File: config.mk
export PLATFORM = sky130hd
export DESIGN_NAME = pxa_access
export DESIGN_NICKNAME = d
export VERILOG_FILES = /design/src/logic/pxa_pkg.sv /design/src/logic/pxa_access.sv
export VERILOG_INCLUDE_DIRS = /design/src /design/src/logic
export SDC_FILE = /design/constraint.sdc
export NUM_CORES = 1
export LEC_CHECK = 0
export ABC_CLOCK_PERIOD_IN_PS = 2700
export BUFFER_PORTS_ARGS = -buffer_cell sky130_fd_sc_hd__buf_4
export CAP_MARGIN = 20
export CORE_AREA = 2 2 68 134
export CTS_CLUSTER_SIZE = 28
export DETAILED_ROUTE_END_ITERATION = 12
export DIE_AREA = 0 0 70 136
export GPL_TIMING_DRIVEN = 0
export MAX_ROUTING_LAYER = met4
export PLACE_DENSITY_LB_ADDON = 0.2
export SYNTH_ARGS = -nofsm -noshare
export SYNTH_HDL_FRONTEND = slang
export SYNTH_SLANG_ARGS = --single-unit
File: constraint.sdc
create_clock -name clk -period 2.7 [get_ports clk]
set_clock_uncertainty 0.05 [all_clocks]
set_input_delay 0.27 -clock clk [delete_from_list [all_inputs] [get_ports clk]]
set_output_delay 0.27 -clock clk [all_outputs]
set_load 0.01 [all_outputs]
File: src/logic/pxa_defs.svh
// Constants of the port expander serial access block.
// Assumes a 7-bit two-wire target address, bus sampled by the system clock.
// Behaviour
// Answer two addresses: mixed bank, output bank
// Mixed one-byte read: inputs plus readback
// Output bank read returns actual pin levels
// Second mixed byte carries flags before clear
// Long mixed read alternates, resamples per pair
// Alert change during read deferred to STOP
// Capture data at acknowledge preceding each byte
// Mixed write sets outputs and interrupt mask
// Mixed write updates on every acknowledged byte
// Output bank write loads eight outputs per byte
// Master no-acknowledge: no snapshot, alert unchanged
// Alert stays released until STOP after read
// Output bank resampled at every acknowledge
// STOP after address still clears flags
// Detection restarts from transmitted snapshot
// Flags set on any change, mask ignored
// Flags stay set until serial access
// No alert at STOP for transmitted changes
// Byte bit n maps to port n
// Deferred alert kept as pending flag
`ifndef PXA_DEFS_SVH
`define PXA_DEFS_SVH
`define PXA_MIXED_HI 3'h6
`define PXA_OUT_HI 3'h5
`define PXA_BYTE_BITS 4'h8
`define PXA_MASK_RST 4'h0
`define PXA_OUT4_RST 4'h0
`define PXA_OUT8_RST 8'h00
`endif

File: src/logic/pxa_pkg.sv
// Types of the port expander serial access block.
// Assumes the constants header is included by the design file.
package pxa_pkg;
  typedef enum logic [2:0] {
    st_idle, st_addr, st_addr_ack, st_rdata, st_rack, st_wdata, st_wack
  } pxa_state_t;
  typedef struct packed {
    logic scl;
    logic sda;
  } pxa_bus_t;
endpackage

File: src/logic/pxa_access.sv
// Serial target access logic of the port expander, both banks.
// Assumes bus pins and port pins are asynchronous to clk (50 MHz).
`include "pxa_defs.svh"
module pxa_access import pxa_pkg::*; (
  input wire logic clk,
  input wire logic nrst,
  input wire logic scl,
  input wire logic sda_in,
  output logic sda_out,
  output logic sda_oe_n,
  input wire logic [3:0] addr_low,
  input wire logic [3:0] sense_inputs,
  input wire logic [3:0] mixed_out_sense,
  input wire logic [7:0] output_bank_sense,
  output logic mixed_bank_out_0,
  output logic mixed_bank_out_1,
  output logic mixed_bank_out_6,
  output logic mixed_bank_out_7,
  output logic [7:0] output_bank_pins,
  output logic [3:0] irq_mask,
  output logic alert_out,
  output logic alert_oe_n
);
  // Place readback and inputs at their pin positions
  function automatic logic [7:0] build_mixed(input logic [3:0] rb,
                                             input logic [3:0] ins);
    build_mixed = {rb[3], rb[2], ins, rb[1], rb[0]};
  endfunction

  // Two-stage synchronisers and one delay stage for edges
  pxa_bus_t bus_m, bus_s, bus_d;
  logic [3:0] sense_m, sense_s, mixrb_m, mixrb_s, addr_m, addr_s;
  logic [7:0] outrb_m, outrb_s;
  always_ff @(posedge clk or negedge nrst) begin
    if (!nrst) begin
      bus_m <= '1;
      bus_s <= '1;
      bus_d <= '1;
      sense_m <= '0;
      sense_s <= '0;
      mixrb_m <= '0;
      mixrb_s <= '0;
      outrb_m <= '0;
      outrb_s <= '0;
      addr_m <= '0;
      addr_s <= '0;
    end else begin
      bus_m <= '{scl: scl, sda: sda_in};
      bus_s <= bus_m;
      bus_d <= bus_s;
      sense_m <= sense_inputs;
      sense_s <= sense_m;
      mixrb_m <= mixed_out_sense;
      mixrb_s <= mixrb_m;
      outrb_m <= output_bank_sense;
      outrb_s <= outrb_m;
      addr_m <= addr_low;
      addr_s <= addr_m;
    end
  end

  // Bus events seen from the synchronised lines
  logic scl_rise, scl_fall, start_det, stop_det, sda_s;
  assign sda_s = bus_s.sda;
  assign scl_rise = bus_s.scl & ~bus_d.scl;
  assign scl_fall = ~bus_s.scl & bus_d.scl;
  assign start_det = bus_s.scl & bus_d.scl & bus_d.sda & ~bus_s.sda;
  assign stop_det = bus_s.scl & bus_d.scl & ~bus_d.sda & bus_s.sda;

  pxa_state_t st, next_st;
  logic [3:0] bit_cnt, next_bit_cnt;
  logic [7:0] shreg, next_shreg;
  logic is_read, next_is_read, to_mixed, next_to_mixed;
  logic byte_sel, next_byte_sel, in_read, next_in_read;
  logic pending, next_pending, next_sda_oe_n, next_alert_oe_n;
  logic [3:0] flags, next_flags, ref_in, next_ref_in;
  logic [3:0] snap_flags, next_snap_flags, next_irq_mask, outs4, next_outs4;
  logic [7:0] next_outs8;
  logic hit_mixed, hit_out, do_clear;

  // Address match against the two bank addresses
  assign hit_mixed = shreg[7:1] == {`PXA_MIXED_HI, addr_s};
  assign hit_out = shreg[7:1] == {`PXA_OUT_HI, addr_s};

  // Next state of protocol, snapshot, flags and alert
  always_comb begin
    next_st = st;
    next_bit_cnt = bit_cnt;
    next_shreg = shreg;
    next_is_read = is_read;
    next_to_mixed = to_mixed;
    next_byte_sel = byte_sel;
    next_in_read = in_read;
    next_sda_oe_n = sda_oe_n;
    next_snap_flags = snap_flags;
    next_irq_mask = irq_mask;
    next_outs4 = outs4;
    next_outs8 = output_bank_pins;
    next_ref_in = ref_in;
    do_clear = 1'b0;
    // Sticky change flags, any input, mask ignored
    next_flags = flags | (sense_s ^ ref_in);
    // Masked flag while reading waits for STOP
    next_pending = in_read & |(flags & irq_mask);
    next_alert_oe_n = in_read ? alert_oe_n
                      : alert_oe_n & ~|(flags & irq_mask);
    case (st)
      st_idle: ;
      st_addr: begin
        if (scl_rise) begin
          next_shreg = {shreg[6:0], sda_s};
          next_bit_cnt = bit_cnt + 4'h1;
        end else if (scl_fall && bit_cnt == `PXA_BYTE_BITS) begin
          if (hit_mixed || hit_out) begin
            next_sda_oe_n = 1'b0;
            next_st = st_addr_ack;
            next_is_read = shreg[0];
            next_to_mixed = hit_mixed;
          end else begin
            next_st = st_idle;
          end
        end
      end
      st_addr_ack: begin
        if (scl_rise) begin
          if (to_mixed) begin
            // Address acknowledge clears flags and alert
            do_clear = 1'b1;
            next_in_read = is_read;
            next_byte_sel = 1'b1;
            next_snap_flags = next_flags;
            next_shreg = build_mixed(mixrb_s, sense_s);
          end else begin
            next_shreg = outrb_s;
          end
        end else if (scl_fall) begin
          next_bit_cnt = 4'h0;
          next_sda_oe_n = is_read ? shreg[7] : 1'b1;
          next_st = is_read ? st_rdata : st_wdata;
        end
      end
      st_rdata: begin
        if (scl_rise) begin
          next_bit_cnt = bit_cnt + 4'h1;
        end else if (scl_fall) begin
          if (bit_cnt == `PXA_BYTE_BITS) begin
            next_sda_oe_n = 1'b1;
            next_st = st_rack;
          end else begin
            next_sda_oe_n = shreg[6];
            next_shreg = {shreg[6:0], 1'b0};
          end
        end
      end
      st_rack: begin
        if (scl_rise && sda_s) begin
          next_st = st_idle;
        end else if (scl_rise) begin
          next_bit_cnt = 4'h0;
          if (!to_mixed) begin
            next_shreg = outrb_s;
          end else if (byte_sel) begin
            next_shreg = build_mixed(4'h0, snap_flags);
            next_byte_sel = 1'b0;
          end else begin
            // New pair: resample and restart detection
            do_clear = 1'b1;
            next_snap_flags = next_flags;
            next_byte_sel = 1'b1;
            next_shreg = build_mixed(mixrb_s, sense_s);
          end
        end else if (scl_fall && bit_cnt == 4'h0) begin
          next_sda_oe_n = shreg[7];
          next_st = st_rdata;
        end
      end
      st_wdata: begin
        if (scl_rise) begin
          next_shreg = {shreg[6:0], sda_s};
          next_bit_cnt = bit_cnt + 4'h1;
        end else if (scl_fall && bit_cnt == `PXA_BYTE_BITS) begin
          next_sda_oe_n = 1'b0;
          next_st = st_wack;
        end
      end
      st_wack: begin
        if (scl_rise) begin
          if (to_mixed) begin
            next_outs4 = {shreg[7], shreg[6], shreg[1], shreg[0]};
            next_irq_mask = shreg[5:2];
          end else begin
            next_outs8 = shreg;
          end
        end else if (scl_fall) begin
          next_sda_oe_n = 1'b1;
          next_bit_cnt = 4'h0;
          next_st = st_wdata;
        end
      end
      default: next_st = st_idle;
    endcase
    if (do_clear) begin
      // Detection restarts from the sampled inputs
      next_flags = 4'h0;
      next_ref_in = sense_s;
      next_pending = 1'b0;
      next_alert_oe_n = 1'b1;
    end
    if (stop_det) begin
      next_st = st_idle;
      next_sda_oe_n = 1'b1;
      next_in_read = 1'b0;
      next_alert_oe_n = alert_oe_n & ~pending;
    end else if (start_det) begin
      next_st = st_addr;
      next_bit_cnt = 4'h0;
      next_sda_oe_n = 1'b1;
    end
  end

  // Registers of the access logic
  always_ff @(posedge clk or negedge nrst) begin
    if (!nrst) begin
      st <= st_idle;
      bit_cnt <= 4'h0;
      shreg <= 8'h00;
      is_read <= 1'b0;
      to_mixed <= 1'b0;
      byte_sel <= 1'b0;
      in_read <= 1'b0;
      pending <= 1'b0;
      sda_oe_n <= 1'b1;
      alert_oe_n <= 1'b1;
      sda_out <= 1'b0;
      alert_out <= 1'b0;
      flags <= 4'h0;
      ref_in <= 4'h0;
      snap_flags <= 4'h0;
      irq_mask <= `PXA_MASK_RST;
      outs4 <= `PXA_OUT4_RST;
      output_bank_pins <= `PXA_OUT8_RST;
    end else begin
      st <= next_st;
      bit_cnt <= next_bit_cnt;
      shreg <= next_shreg;
      is_read <= next_is_read;
      to_mixed <= next_to_mixed;
      byte_sel <= next_byte_sel;
      in_read <= next_in_read;
      pending <= next_pending;
      sda_oe_n <= next_sda_oe_n;
      alert_oe_n <= next_alert_oe_n;
      sda_out <= 1'b0;
      alert_out <= 1'b0;
      flags <= next_flags;
      ref_in <= next_ref_in;
      snap_flags <= next_snap_flags;
      irq_mask <= next_irq_mask;
      outs4 <= next_outs4;
      output_bank_pins <= next_outs8;
    end
  end

  // Mixed bank outputs at their pin positions
  assign {mixed_bank_out_7, mixed_bank_out_6} = outs4[3:2];
  assign {mixed_bank_out_1, mixed_bank_out_0} = outs4[1:0];
endmodule // pxa_access

==> out/metrics.cfg, run 1 <==
[global_routing]
grt_pass1_wl_um = 14800
grt_pass1_vias = 3051
grt_max_degree = 76
antenna_found_initial = 0
grt_use_total_pct = 21.2
grt.overflow.total = 0

[die]
core_area_um2 = 8530
start_util_pct = 48.2
die_w_um = 70
fp.dieH_um = 136
num_rows = 48
pin_count = 44
die_area_um2 = 9520

[cts]
cts_buffers = 9
post-cts-setup-buffers = 0
ctsHtreeMaxLevel = 3
clockBufferDepth = 2
cts_tree = built
insertion_delay_ns = 0.33
root_buffer = clkbuf_16
cts.clk_slew.worst_paths_ns = 0.06
cts_sinks = 96

[sta]
rsz0062_at_grt = no
worst_hold_slack_ns = 0.296
fin_crit_sh_pct = 84.1
setup_viol = 0
max_slew_margin_pct = 37.2
hold_viol = 0
tns_ns = 0
slew_violations = 0
min_period_ns = 2.27
worst_pin_slew_ns = 0.939
max_freq_ghz = 0.440

[setup_path]
critical_path.slowest_cell = or4b_1
crit_type = reg -> reg
crit_path_end_kind = register
cp.depth = 7
critical_path_arrival_ns = 2.42
crit_path_start_kind = register
crit_family = simple AND/OR/NAND/NOR gates
cp_cell_sequence = inv_1, ha_1, and3b_1, o32ai_1, a22o_4, o21ai_0, or4b_1
worstPathBufferInverterCount = 1
worst_ep_required_time_ns = 2.85
reg2regPathDepth = 7
cp_max_fo = 9
critPathMaxStageDelay_ns = 0.45

[synthesis]
netlist_instances = 346
synth-edff-count = 0
syn_area_um2 = 4110
ys.flop_type = dfrtp_1
synth_cell_type_count = 64
seq_area_frac_synth_pct = 58.7
yosys_warnings = 0
avgSynthCellArea_um2 = 11.9
synthArstFlopShare_pct = 100
ys_ff_latch = 96

[layout]
area_growth_pct = 24.6
final_cell_mix = dfrtp_1 (88), buf_4 (46), nand2_1 (29)
drive_gt1_share_pct = 27.6
final_common_cell = dfrtp_1
nets = 450
n_antenna_cell = 0
fill_cells = 749
fin_util_pct = 60.0
instances_no_fill = 528

[power]
power_mw = 3.46
max-vdd-ir-drop_mv = 0.587
power.density_nw_per_um2 = 676
p_seq_share_pct = 48.1
p_int_mw = 2.61
p_leak_nw = 2.35
swShare_pct = 24.6
p_sw_mw = 0.853
pwr-share-clk_pct = 38.6
combPwrFrac_pct = 13.4

[place]
hpwl_um = 6620
placed_cells = 489
place_congestion = 0.906
io_buffer_count = 41

[drt]
viasPerCell = 5.53
wl_um = 9020
dr.pass1.iters = 4
postRouteAntennaNets = 0
drc = 0
wl_per_cell_um = 17.1
vias = 2919
drt_iter0_markers = 166

[run]
maxCapViolCount = 0

[worst_hold_path]
hold_depth = 0
worst_hold_path_type = reg -> reg

[run_status]
status = finished, final reports clean

[per-stage QoR]
| step | cell area [um^2] | worst slack, ns |
|---|---|---|
| after detailed placement | 4570 | 0.445 |
| after global routing | 5120 | 0.319 |
| after global placement | 4550 | 0.499 |
| final | 5120 | 0.429 |
| after floorplan | 4110 | 0.695 |
| after CTS | 5120 | 0.430 |
[final cells by class]
cell class                      instances  area, um^2  area share, %
Sequential cell                        96        2410           47.1
Clock buffer                           13         250           4.89
Inverter                                5        23.8          0.464
Tap cell                              100         125           2.44
Multi-Input combinational cell        227        1560           30.4
Clock inverter                          3        67.6           1.32
Timing Repair Buffer                   65         566           11.0
Buffer                                 19         119           2.32
[flip-flops by register name, indices dropped and copies added, names as in the netlist, 2 cells and up]
register          flops
flags                 4
shreg                 8
st                    3
outrb_s               8
output_bank_pins      8
mixrb_s               4
mixrb_m               4
sense_s               4
outs4                 4
bit_cnt               4
snap_flags            4
bus_d                 2
addr_m                4
addr_s                4
sense_m               4
irq_mask              4
bus_m                 2
ref_in                4
outrb_m               8
[path summary, 6_finish.rpt]
| path | start | endpoint | slack, ns |
|---|---|---|---|
| setup / recovery | bit_cnt[0]$_DFF_PN0_ | st[2]$_DFFE_PN0P_ | 0.43 |
| hold / removal | sense_m[2]$_DFF_PN0_ | sense_s[2]$_DFF_PN0_ | 0.30 |
| setup reg to reg | bit_cnt[0]$_DFF_PN0_ | st[2]$_DFFE_PN0P_ | 0.43 |
| hold reg to reg | sense_m[2]$_DFF_PN0_ | sense_s[2]$_DFF_PN0_ | 0.30 |
| max in group asynchronous | nrst | alert_oe_n$_DFFE_PN1P_ | 1.59 |
| min in group asynchronous | nrst | output_bank_pins[6]$_DFFE_PN0P_ | 0.32 |
[what timing repair did]
| action | CTS | global route |
|---|---|---|
| hold buffers | 23 | 0 |
| endpoints found under the hold margin | 36 | 0 |
| endpoints found under the setup margin | 0 | 0 |
| gates resized for setup | 0 | 0 |
[power groups by stage]
stage	combinational [mW]	sequential (mW)	clock, mW
after detailed placement	0.437	1.69	0
after CTS	0.465	1.67	1.37
final	0.463	1.66	1.34
after global placement	0.421	1.69	0
after floorplan	0.300	1.64	0
after global routing	0.515	1.68	1.43
[cell usage after synthesis, types with 6 or more instances]
master | instances | area (um^2)
nor3_1 | 6 | 30.0
a31oi_1 | 9 | 56.3
clkbuf_1 | 6 | 22.5
mux2_2 | 26 | 293
a21oi_1 | 20 | 100
nand2_1 | 29 | 109
dfrtp_1 | 88 | 2200
dfstp_2 | 8 | 210
a21o_1 | 6 | 45.0
o21ai_0 | 13 | 65.1
nor2_1 | 23 | 86.3
[layer usage]
metal | global-route usage, % | vias to the layer above | routed length (um)
met1 | 19.6 | 1433 | 3110
met2 | 38.0 | 81 | 5080
met3 | 4.08 | 34 | 254
met5 | - | - | 0
li1 | - | 1371 | -
met4 | 15.4 | 0 | 578
[kinds of logic after synthesis]
family / share of synthesized area [%]
and+or+nand+nor: 13.6
DFF: 58.7
AOI/OAI and AO/OA: 13.5
muxes: 7.37
buffers and inverters: 3.47
xor gates and xnor gates: 2.31
adders and majority gates: 0.914
other: 0.0913
No activity file was read; power rests on OpenSTA's default activity.
==> inputs of run 2 (changes only) <==
Settings changed: ABC_CLOCK_PERIOD_IN_PS 2700 to 1800.
Clock period 2.7 ns to 1.8 ns, I/O delays scaled along.
==> run 2 against run 1 <==
The flow now finishes with violations (setup timing). Global-route usage rose by 2.8 points. Count of clock-buffer cells in the layout fell by 3. Worst setup slack got worse by 0.66 ns. Sequential power rose by 51%. Die area did not move. Critical endpoint is now st[1]$_DFFE_PN0P_.
==> out/metrics.cfg, run 2 (synthesized netlist as in run 1, its figures left out) <==
[run_status]
status = finished with violations
violations = setup timing

[sta]
rsz0062_at_grt = yes
min_period_ns = 2.03  ; -0.238 ns
postLayoutSetupSlackWorst_ns = -0.233  ; -0.662 ns
slew_violations = 0  ; unchanged
setup_viol = 42  ; +42
worst_pin_slew_ns = 0.624  ; -0.315 ns
tns_ns = -5.81  ; -5.81 ns
max_freq_ghz = 0.492  ; +12%
max_slew_margin_pct = 58.4  ; +21 points
hold_viol = 0  ; unchanged
fin_crit_sh_pct = 113  ; +29 points

[drt]
dr.pass1.iters = 5  ; +1
drt_iter0_markers = 210  ; +27%
postRouteAntennaNets = 0  ; unchanged
wl_um = 10600  ; +18%
drc = 0  ; unchanged
viasPerCell = 5.60  ; +1.3%
vias = 3180  ; +8.9%
wl_per_cell_um = 18.7  ; +9.3%

[setup_path]
cp.depth = 6  ; -1
crit_type = reg -> reg
regToRegSetupSlack_ns = -0.23  ; -0.66 ns
worstPathBufferInverterCount = 1  ; unchanged
reg2regPathDepth = 6  ; -1
critPathMaxStageDelay_ns = 0.65  ; +0.20 ns
crit_family = flip-flops
critical_path.slowest_cell = dfstp_2
worst_ep_required_time_ns = 2.02  ; -0.83 ns
cp_max_fo = 8  ; -1
cp_cell_sequence = nand2b_4, o311ai_4, a21oi_4, buf_4, or4_1, o21ai_1
startpoint = bus_d[1]$_DFF_PN1_
r2r_start = bus_d[1]$_DFF_PN1_
crit_path_end_kind = register
crit_path_start_kind = register
critical_path_arrival_ns = 2.25  ; -0.17 ns

[die]
die_area_um2 = 9520  ; unchanged
die_w_um = 70  ; unchanged
num_rows = 48  ; unchanged
pin_count = 44  ; unchanged
start_util_pct = 48.2  ; unchanged
fp.dieH_um = 136  ; unchanged
core_area_um2 = 8530  ; unchanged

[layout]
final_cell_area_um2 = 5830  ; +14%
final_cell_mix = dfrtp_1 (87), buf_4 (75), dlygate4sd3_1 (23)
multiInputGateArea_um2 = 1920  ; +23%
final_common_cell = dfrtp_1
drive_gt1_share_pct = 45.1  ; +18 points
nets = 490  ; +8.9%
seqCellArea_um2 = 2410  ; about the same
area_growth_pct = 42.0
fill_cells = 647  ; -14%
n_antenna_cell = 0  ; unchanged

[cts]
insertion_delay_ns = 0.34  ; about the same
root_buffer = clkbuf_16
clockBufferDepth = 2  ; unchanged
cts.clk_slew.worst_paths_ns = 0.07  ; about the same
cts_sinks = 96  ; unchanged
cts_tree = built
cts_buffers = 9  ; unchanged
ctsHtreeMaxLevel = 3  ; unchanged

[global_routing]
grt_pass1_wl_um = 16800  ; +13%
antenna_found_initial = 0  ; unchanged
grt_max_degree = 72  ; -5.3%
grt.overflow.total = 0  ; unchanged
grt_pass1_vias = 3369  ; +10%
grt_use_total_pct = 24.0  ; +2.8 points

[run]
maxCapViolCount = 0  ; unchanged

[power]
power.density_nw_per_um2 = 896  ; +33%
p_leak_nw = 2.64  ; +12%
max-vdd-ir-drop_mv = 0.848  ; +45%

[worst_hold_path]
worst_hold_path_type = in -> async

[place]
hpwl_um = 6700  ; +1.3%
io_buffer_count = 41  ; unchanged
place_congestion = 0.871  ; -3.9%
place_area_um2 = 4630  ; +1.3%

-- run 2: worst paths after layout --
path,end
setup / recovery,st[1]$_DFFE_PN0P_
hold / removal,sense_m[3]$_DFF_PN0_
setup reg to reg,st[1]$_DFFE_PN0P_
hold reg to reg,addr_s[1]$_DFF_PN0_
max in group asynchronous,sda_oe_n$_DFFE_PN1P_
min in group clk,addr_s[1]$_DFF_PN0_
-- run 2: power by group --
part / internal (mW) / switching (mW) / leakage [nW]
clock network: 0.941 / 0.788 / 0.137
logic: 0.519 / 0.483 / 1.31
registers: 2.32 / 0.180 / 1.19
-- run 2: area by class of cell --
class | instances | share of cell area [%]
Timing Repair Buffer | 106 | 15.8
Buffer | 17 | 2.70
Inverter | 5 | 0.450
Sequential cell | 96 | 41.4
Clock buffer | 10 | 3.93
Clock inverter | 6 | 0.708
Multi-Input combinational cell | 228 | 32.9
Tap cell | 100 | 2.15
-- run 2: metal layers --
layer | wire length [um] | GRT usage (%) | share of wire [%] | vias to the layer above
li1 | - | - | - | 1463
met1 | 3660 | 23.4 | 34 | 1605
met2 | 6200 | 44.2 | 58 | 78
met3 | 282 | 3.71 | 2.7 | 34
met4 | 467 | 14.0 | 4.4 | 0
met5 | 0 | - | 0 | -
-- run 2: repair_timing --
item                                    CTS  global route
endpoints found under the setup margin   47            48
cloned                                    3             0
hold endpoints to repair                 47             0
buffers inserted                         31             9
hold buffers                             23             0
pin swaps                                23            17
resized for setup                        56            40
-- run 2: worst register-to-register path: cells and delay by family (launching register included) --
kind	cells	cell delay (ns)
flops	1	0.65
buf+inv	1	0.16
compound gates	3	0.55
simple gates	2	0.54
-- run 2: stage by stage --
step           cells  hold slack [ns]  utilization [%]  total power, mW  worst slack (ns)
6_report         568            0.240             68.4             5.23            -0.233
5_1_grt          568            0.279             68.4             5.49            -0.299
4_1_cts          560            0.244             65.7             5.18            -0.232
3_5_place_dp     489           0.0650             54.3             3.22            -0.416
3_3_place_gp     488            0.239             54.0             3.19            -0.339
2_1_floorplan    347           -0.166                -             2.92            -0.129
==> inputs of run 3 (changes only) <==
Settings changed: ABC_CLOCK_PERIOD_IN_PS 1800 to 1900, CELL_PAD_IN_SITES_DETAIL_PLACEMENT from default to 0, CELL_PAD_IN_SITES_GLOBAL_PLACEMENT from default to 2, CORE_AREA 2 2 68 134 to 2 2 76 151, DIE_AREA 0 0 70 136 to 0 0 78 153.
Clock period 1.8 ns to 1.9 ns, I/O delays scaled along.
==> run 3 against run 2 <==
The run still ends with setup timing left. Wire length increased by 1.2%. First-iteration DRC count decreased by 66%. Non-clock buffer count decreased by 14. Via count decreased by 4.2%. Worst setup slack improved by 0.071 ns. Count of clock-buffer cells in the layout decreased by 1.
==> out/metrics.cfg, run 3 (synthesized netlist as in run 1, its figures left out) <==
[run_status]
status = finished with violations
violations = setup timing

[place]
place_congestion = 0.970  ; +11%
hpwl_um = 7360  ; +9.8%
io_buffer_count = 41  ; unchanged
pre_cts_slack_ns = -0.316  ; +0.100 ns

[cts]
clockBufferDepth = 2  ; unchanged
cts_tree = built
root_buffer = clkbuf_16
insertion_delay_ns = 0.35  ; about the same
ctsHtreeMaxLevel = 3  ; unchanged
cts_buffers = 9  ; unchanged
cts.clk_slew.worst_paths_ns = 0.07  ; about the same
cts_sinks = 96  ; unchanged

[sta]
hold_viol = 0  ; unchanged
min_period_ns = 2.06  ; +0.0287 ns
rsz0062_at_grt = yes
max_freq_ghz = 0.485  ; -1.4%
worst_pin_slew_ns = 0.557  ; -0.0673 ns
max_slew_margin_pct = 62.7  ; +4.3 points
slew_violations = 0  ; unchanged
fin_crit_sh_pct = 109  ; -4.4 points
setup_viol = 33  ; -21%
postLayoutSetupSlackWorst_ns = -0.162  ; +0.0713 ns

[drt]
drt_iter0_markers = 71  ; -66%
wl_per_cell_um = 18.1  ; -3.0%
viasPerCell = 5.14  ; -8.2%
drc = 0  ; unchanged
wl_um = 10700  ; +1.2%
postRouteAntennaNets = 0  ; unchanged
dr.pass1.iters = 4  ; -1
vias = 3047  ; -4.2%

[die]
core_area_um2 = 10800  ; +27%
fp.dieH_um = 153  ; +13%
die_w_um = 78  ; +11%
die_area_um2 = 11900  ; +25%
num_rows = 54  ; +13%
pin_count = 44  ; unchanged
start_util_pct = 38.0  ; -10 points

[global_routing]
grt_pass1_vias = 3155  ; -6.4%
grt_pass1_wl_um = 17000  ; +1.4%
antenna_found_initial = 0  ; unchanged
grt_max_degree = 76  ; +5.6%
grt_use_total_pct = 19.6  ; -4.5 points
grt.overflow.total = 0  ; unchanged

[layout]
fill_cells = 984  ; +52%
nets = 475  ; -3.1%
n_antenna_cell = 0  ; unchanged
drive_gt1_share_pct = 40.8  ; -4.2 points
final_cell_mix = dfrtp_1 (87), buf_4 (65), mux2_2 (26)
fin_util_pct = 52.6  ; -16 points
area_growth_pct = 38.3
final_common_cell = dfrtp_1

[worst_hold_path]
worst_hold_path_type = in -> async

[setup_path]
cp_cell_sequence = nand3b_1, o311ai_4, a21oi_4, nor3_2, or4b_1
worst_ep_required_time_ns = 2.07  ; +0.05 ns
crit_type = reg -> reg
critical_path_arrival_ns = 2.23  ; -0.02 ns
critical_path.slowest_cell = dfstp_2
cp_max_fo = 7  ; -1
worstPathBufferInverterCount = 0  ; -1
crit_family = simple AND/OR/NAND/NOR gates
crit_path_end_kind = register
critPathMaxStageDelay_ns = 0.64  ; about the same
crit_path_start_kind = register

[power]
p_leak_nw = 2.57  ; -2.5%
max-vdd-ir-drop_mv = 0.684  ; -19%
power.density_nw_per_um2 = 904  ; +0.85%
power_mw = 5.13  ; -1.8%

[run]
maxCapViolCount = 0  ; unchanged

==> run 3: changes by cell type in the layout (fill, tap and decap cells not counted), sizes merged <==
| cell | before | now |
|---|---|---|
| a21oi | 24 | 23 |
| buf | 95 | 82 |
| clkbuf | 15 | 13 |
| bufinv | 0 | 1 |
==> run 3: power by group <==
group / total, mW / internal [mW] / switching [mW]
Combinational: 0.835 / 0.422 / 0.413
Sequential: 2.38 / 2.20 / 0.181
Clock: 1.92 / 1.06 / 0.861
Total: 5.13 / 3.68 / 1.46
==> run 3: layout make-up <==
cell class | instances | area (um^2) | area share (%)
sequential | 96 | 2410 | 42.5
multi-input combinational | 227 | 1770 | 31.1
timing repair buffer | 93 | 826 | 14.5
clock buffer | 9 | 225 | 3.96
tap | 140 | 175 | 3.08
buffer | 16 | 150 | 2.64
clock inverter | 7 | 100 | 1.76
inverter | 5 | 23.8 | 0.418
==> run 3: per-stage QoR <==
| stage | TNS, ns | hold slack, ns | cell area, um^2 | std cells |
|---|---|---|---|---|
| after CTS | -1.72 | 0.241 | 5600 | 591 |
| after detailed placement | -9.00 | 0.0752 | 4670 | 529 |
| final | -2.00 | 0.235 | 5680 | 593 |
| after global placement | -8.61 | 0.249 | 4640 | 528 |
| after global routing | -3.83 | 0.257 | 5680 | 593 |
| after floorplan | -0.0293 | -0.156 | 4160 | 347 |
==> run 3: worst paths after layout <==
| check | slack [ns] | end | startpoint | cells after the start |
|---|---|---|---|---|
| max | -0.16 | st[2]$_DFFE_PN0P_ | bus_d[1]$_DFF_PN1_ | 5 |
| min | 0.24 | st[1]$_DFFE_PN0P_ | nrst | 2 |
| max reg2reg | -0.16 | st[2]$_DFFE_PN0P_ | bus_d[1]$_DFF_PN1_ | 5 |
| min reg2reg | 0.30 | outrb_s[4]$_DFF_PN0_ | outrb_m[4]$_DFF_PN0_ | 0 |
| max in group asynchronous | 0.90 | bus_m[0]$_DFF_PN1_ | nrst | 3 |
| min in group clk | 0.30 | outrb_s[4]$_DFF_PN0_ | outrb_m[4]$_DFF_PN0_ | 0 |
==> run 3: repair_timing <==
item | CTS | global route
pin swaps | 13 | 8
gates cloned | 1 | 1
resized for setup | 46 | 18
setup buffers | 24 | 2
setup endpoints to repair | 47 | 47
hold buffers | 23 | 0
hold endpoints to repair | 43 | 0
==> run 3: worst reg2reg max path: cells and delay by family, from the launching register on <==
| family | cells | cell delay, ns |
|---|---|---|
| flops | 1 | 0.64 |
| simple gates | 3 | 0.85 |
| compound gates | 2 | 0.40 |
==> run 3: per-layer routing <==
metal  vias up  part of all wire (%)  global-route usage, %
li1       1419                     -                      -
met1      1536                    35                   20.1
met2        65                    59                   35.9
met3        27                   2.0                   3.19
met4         0                   3.4                   8.35
met5         -                     0                      -
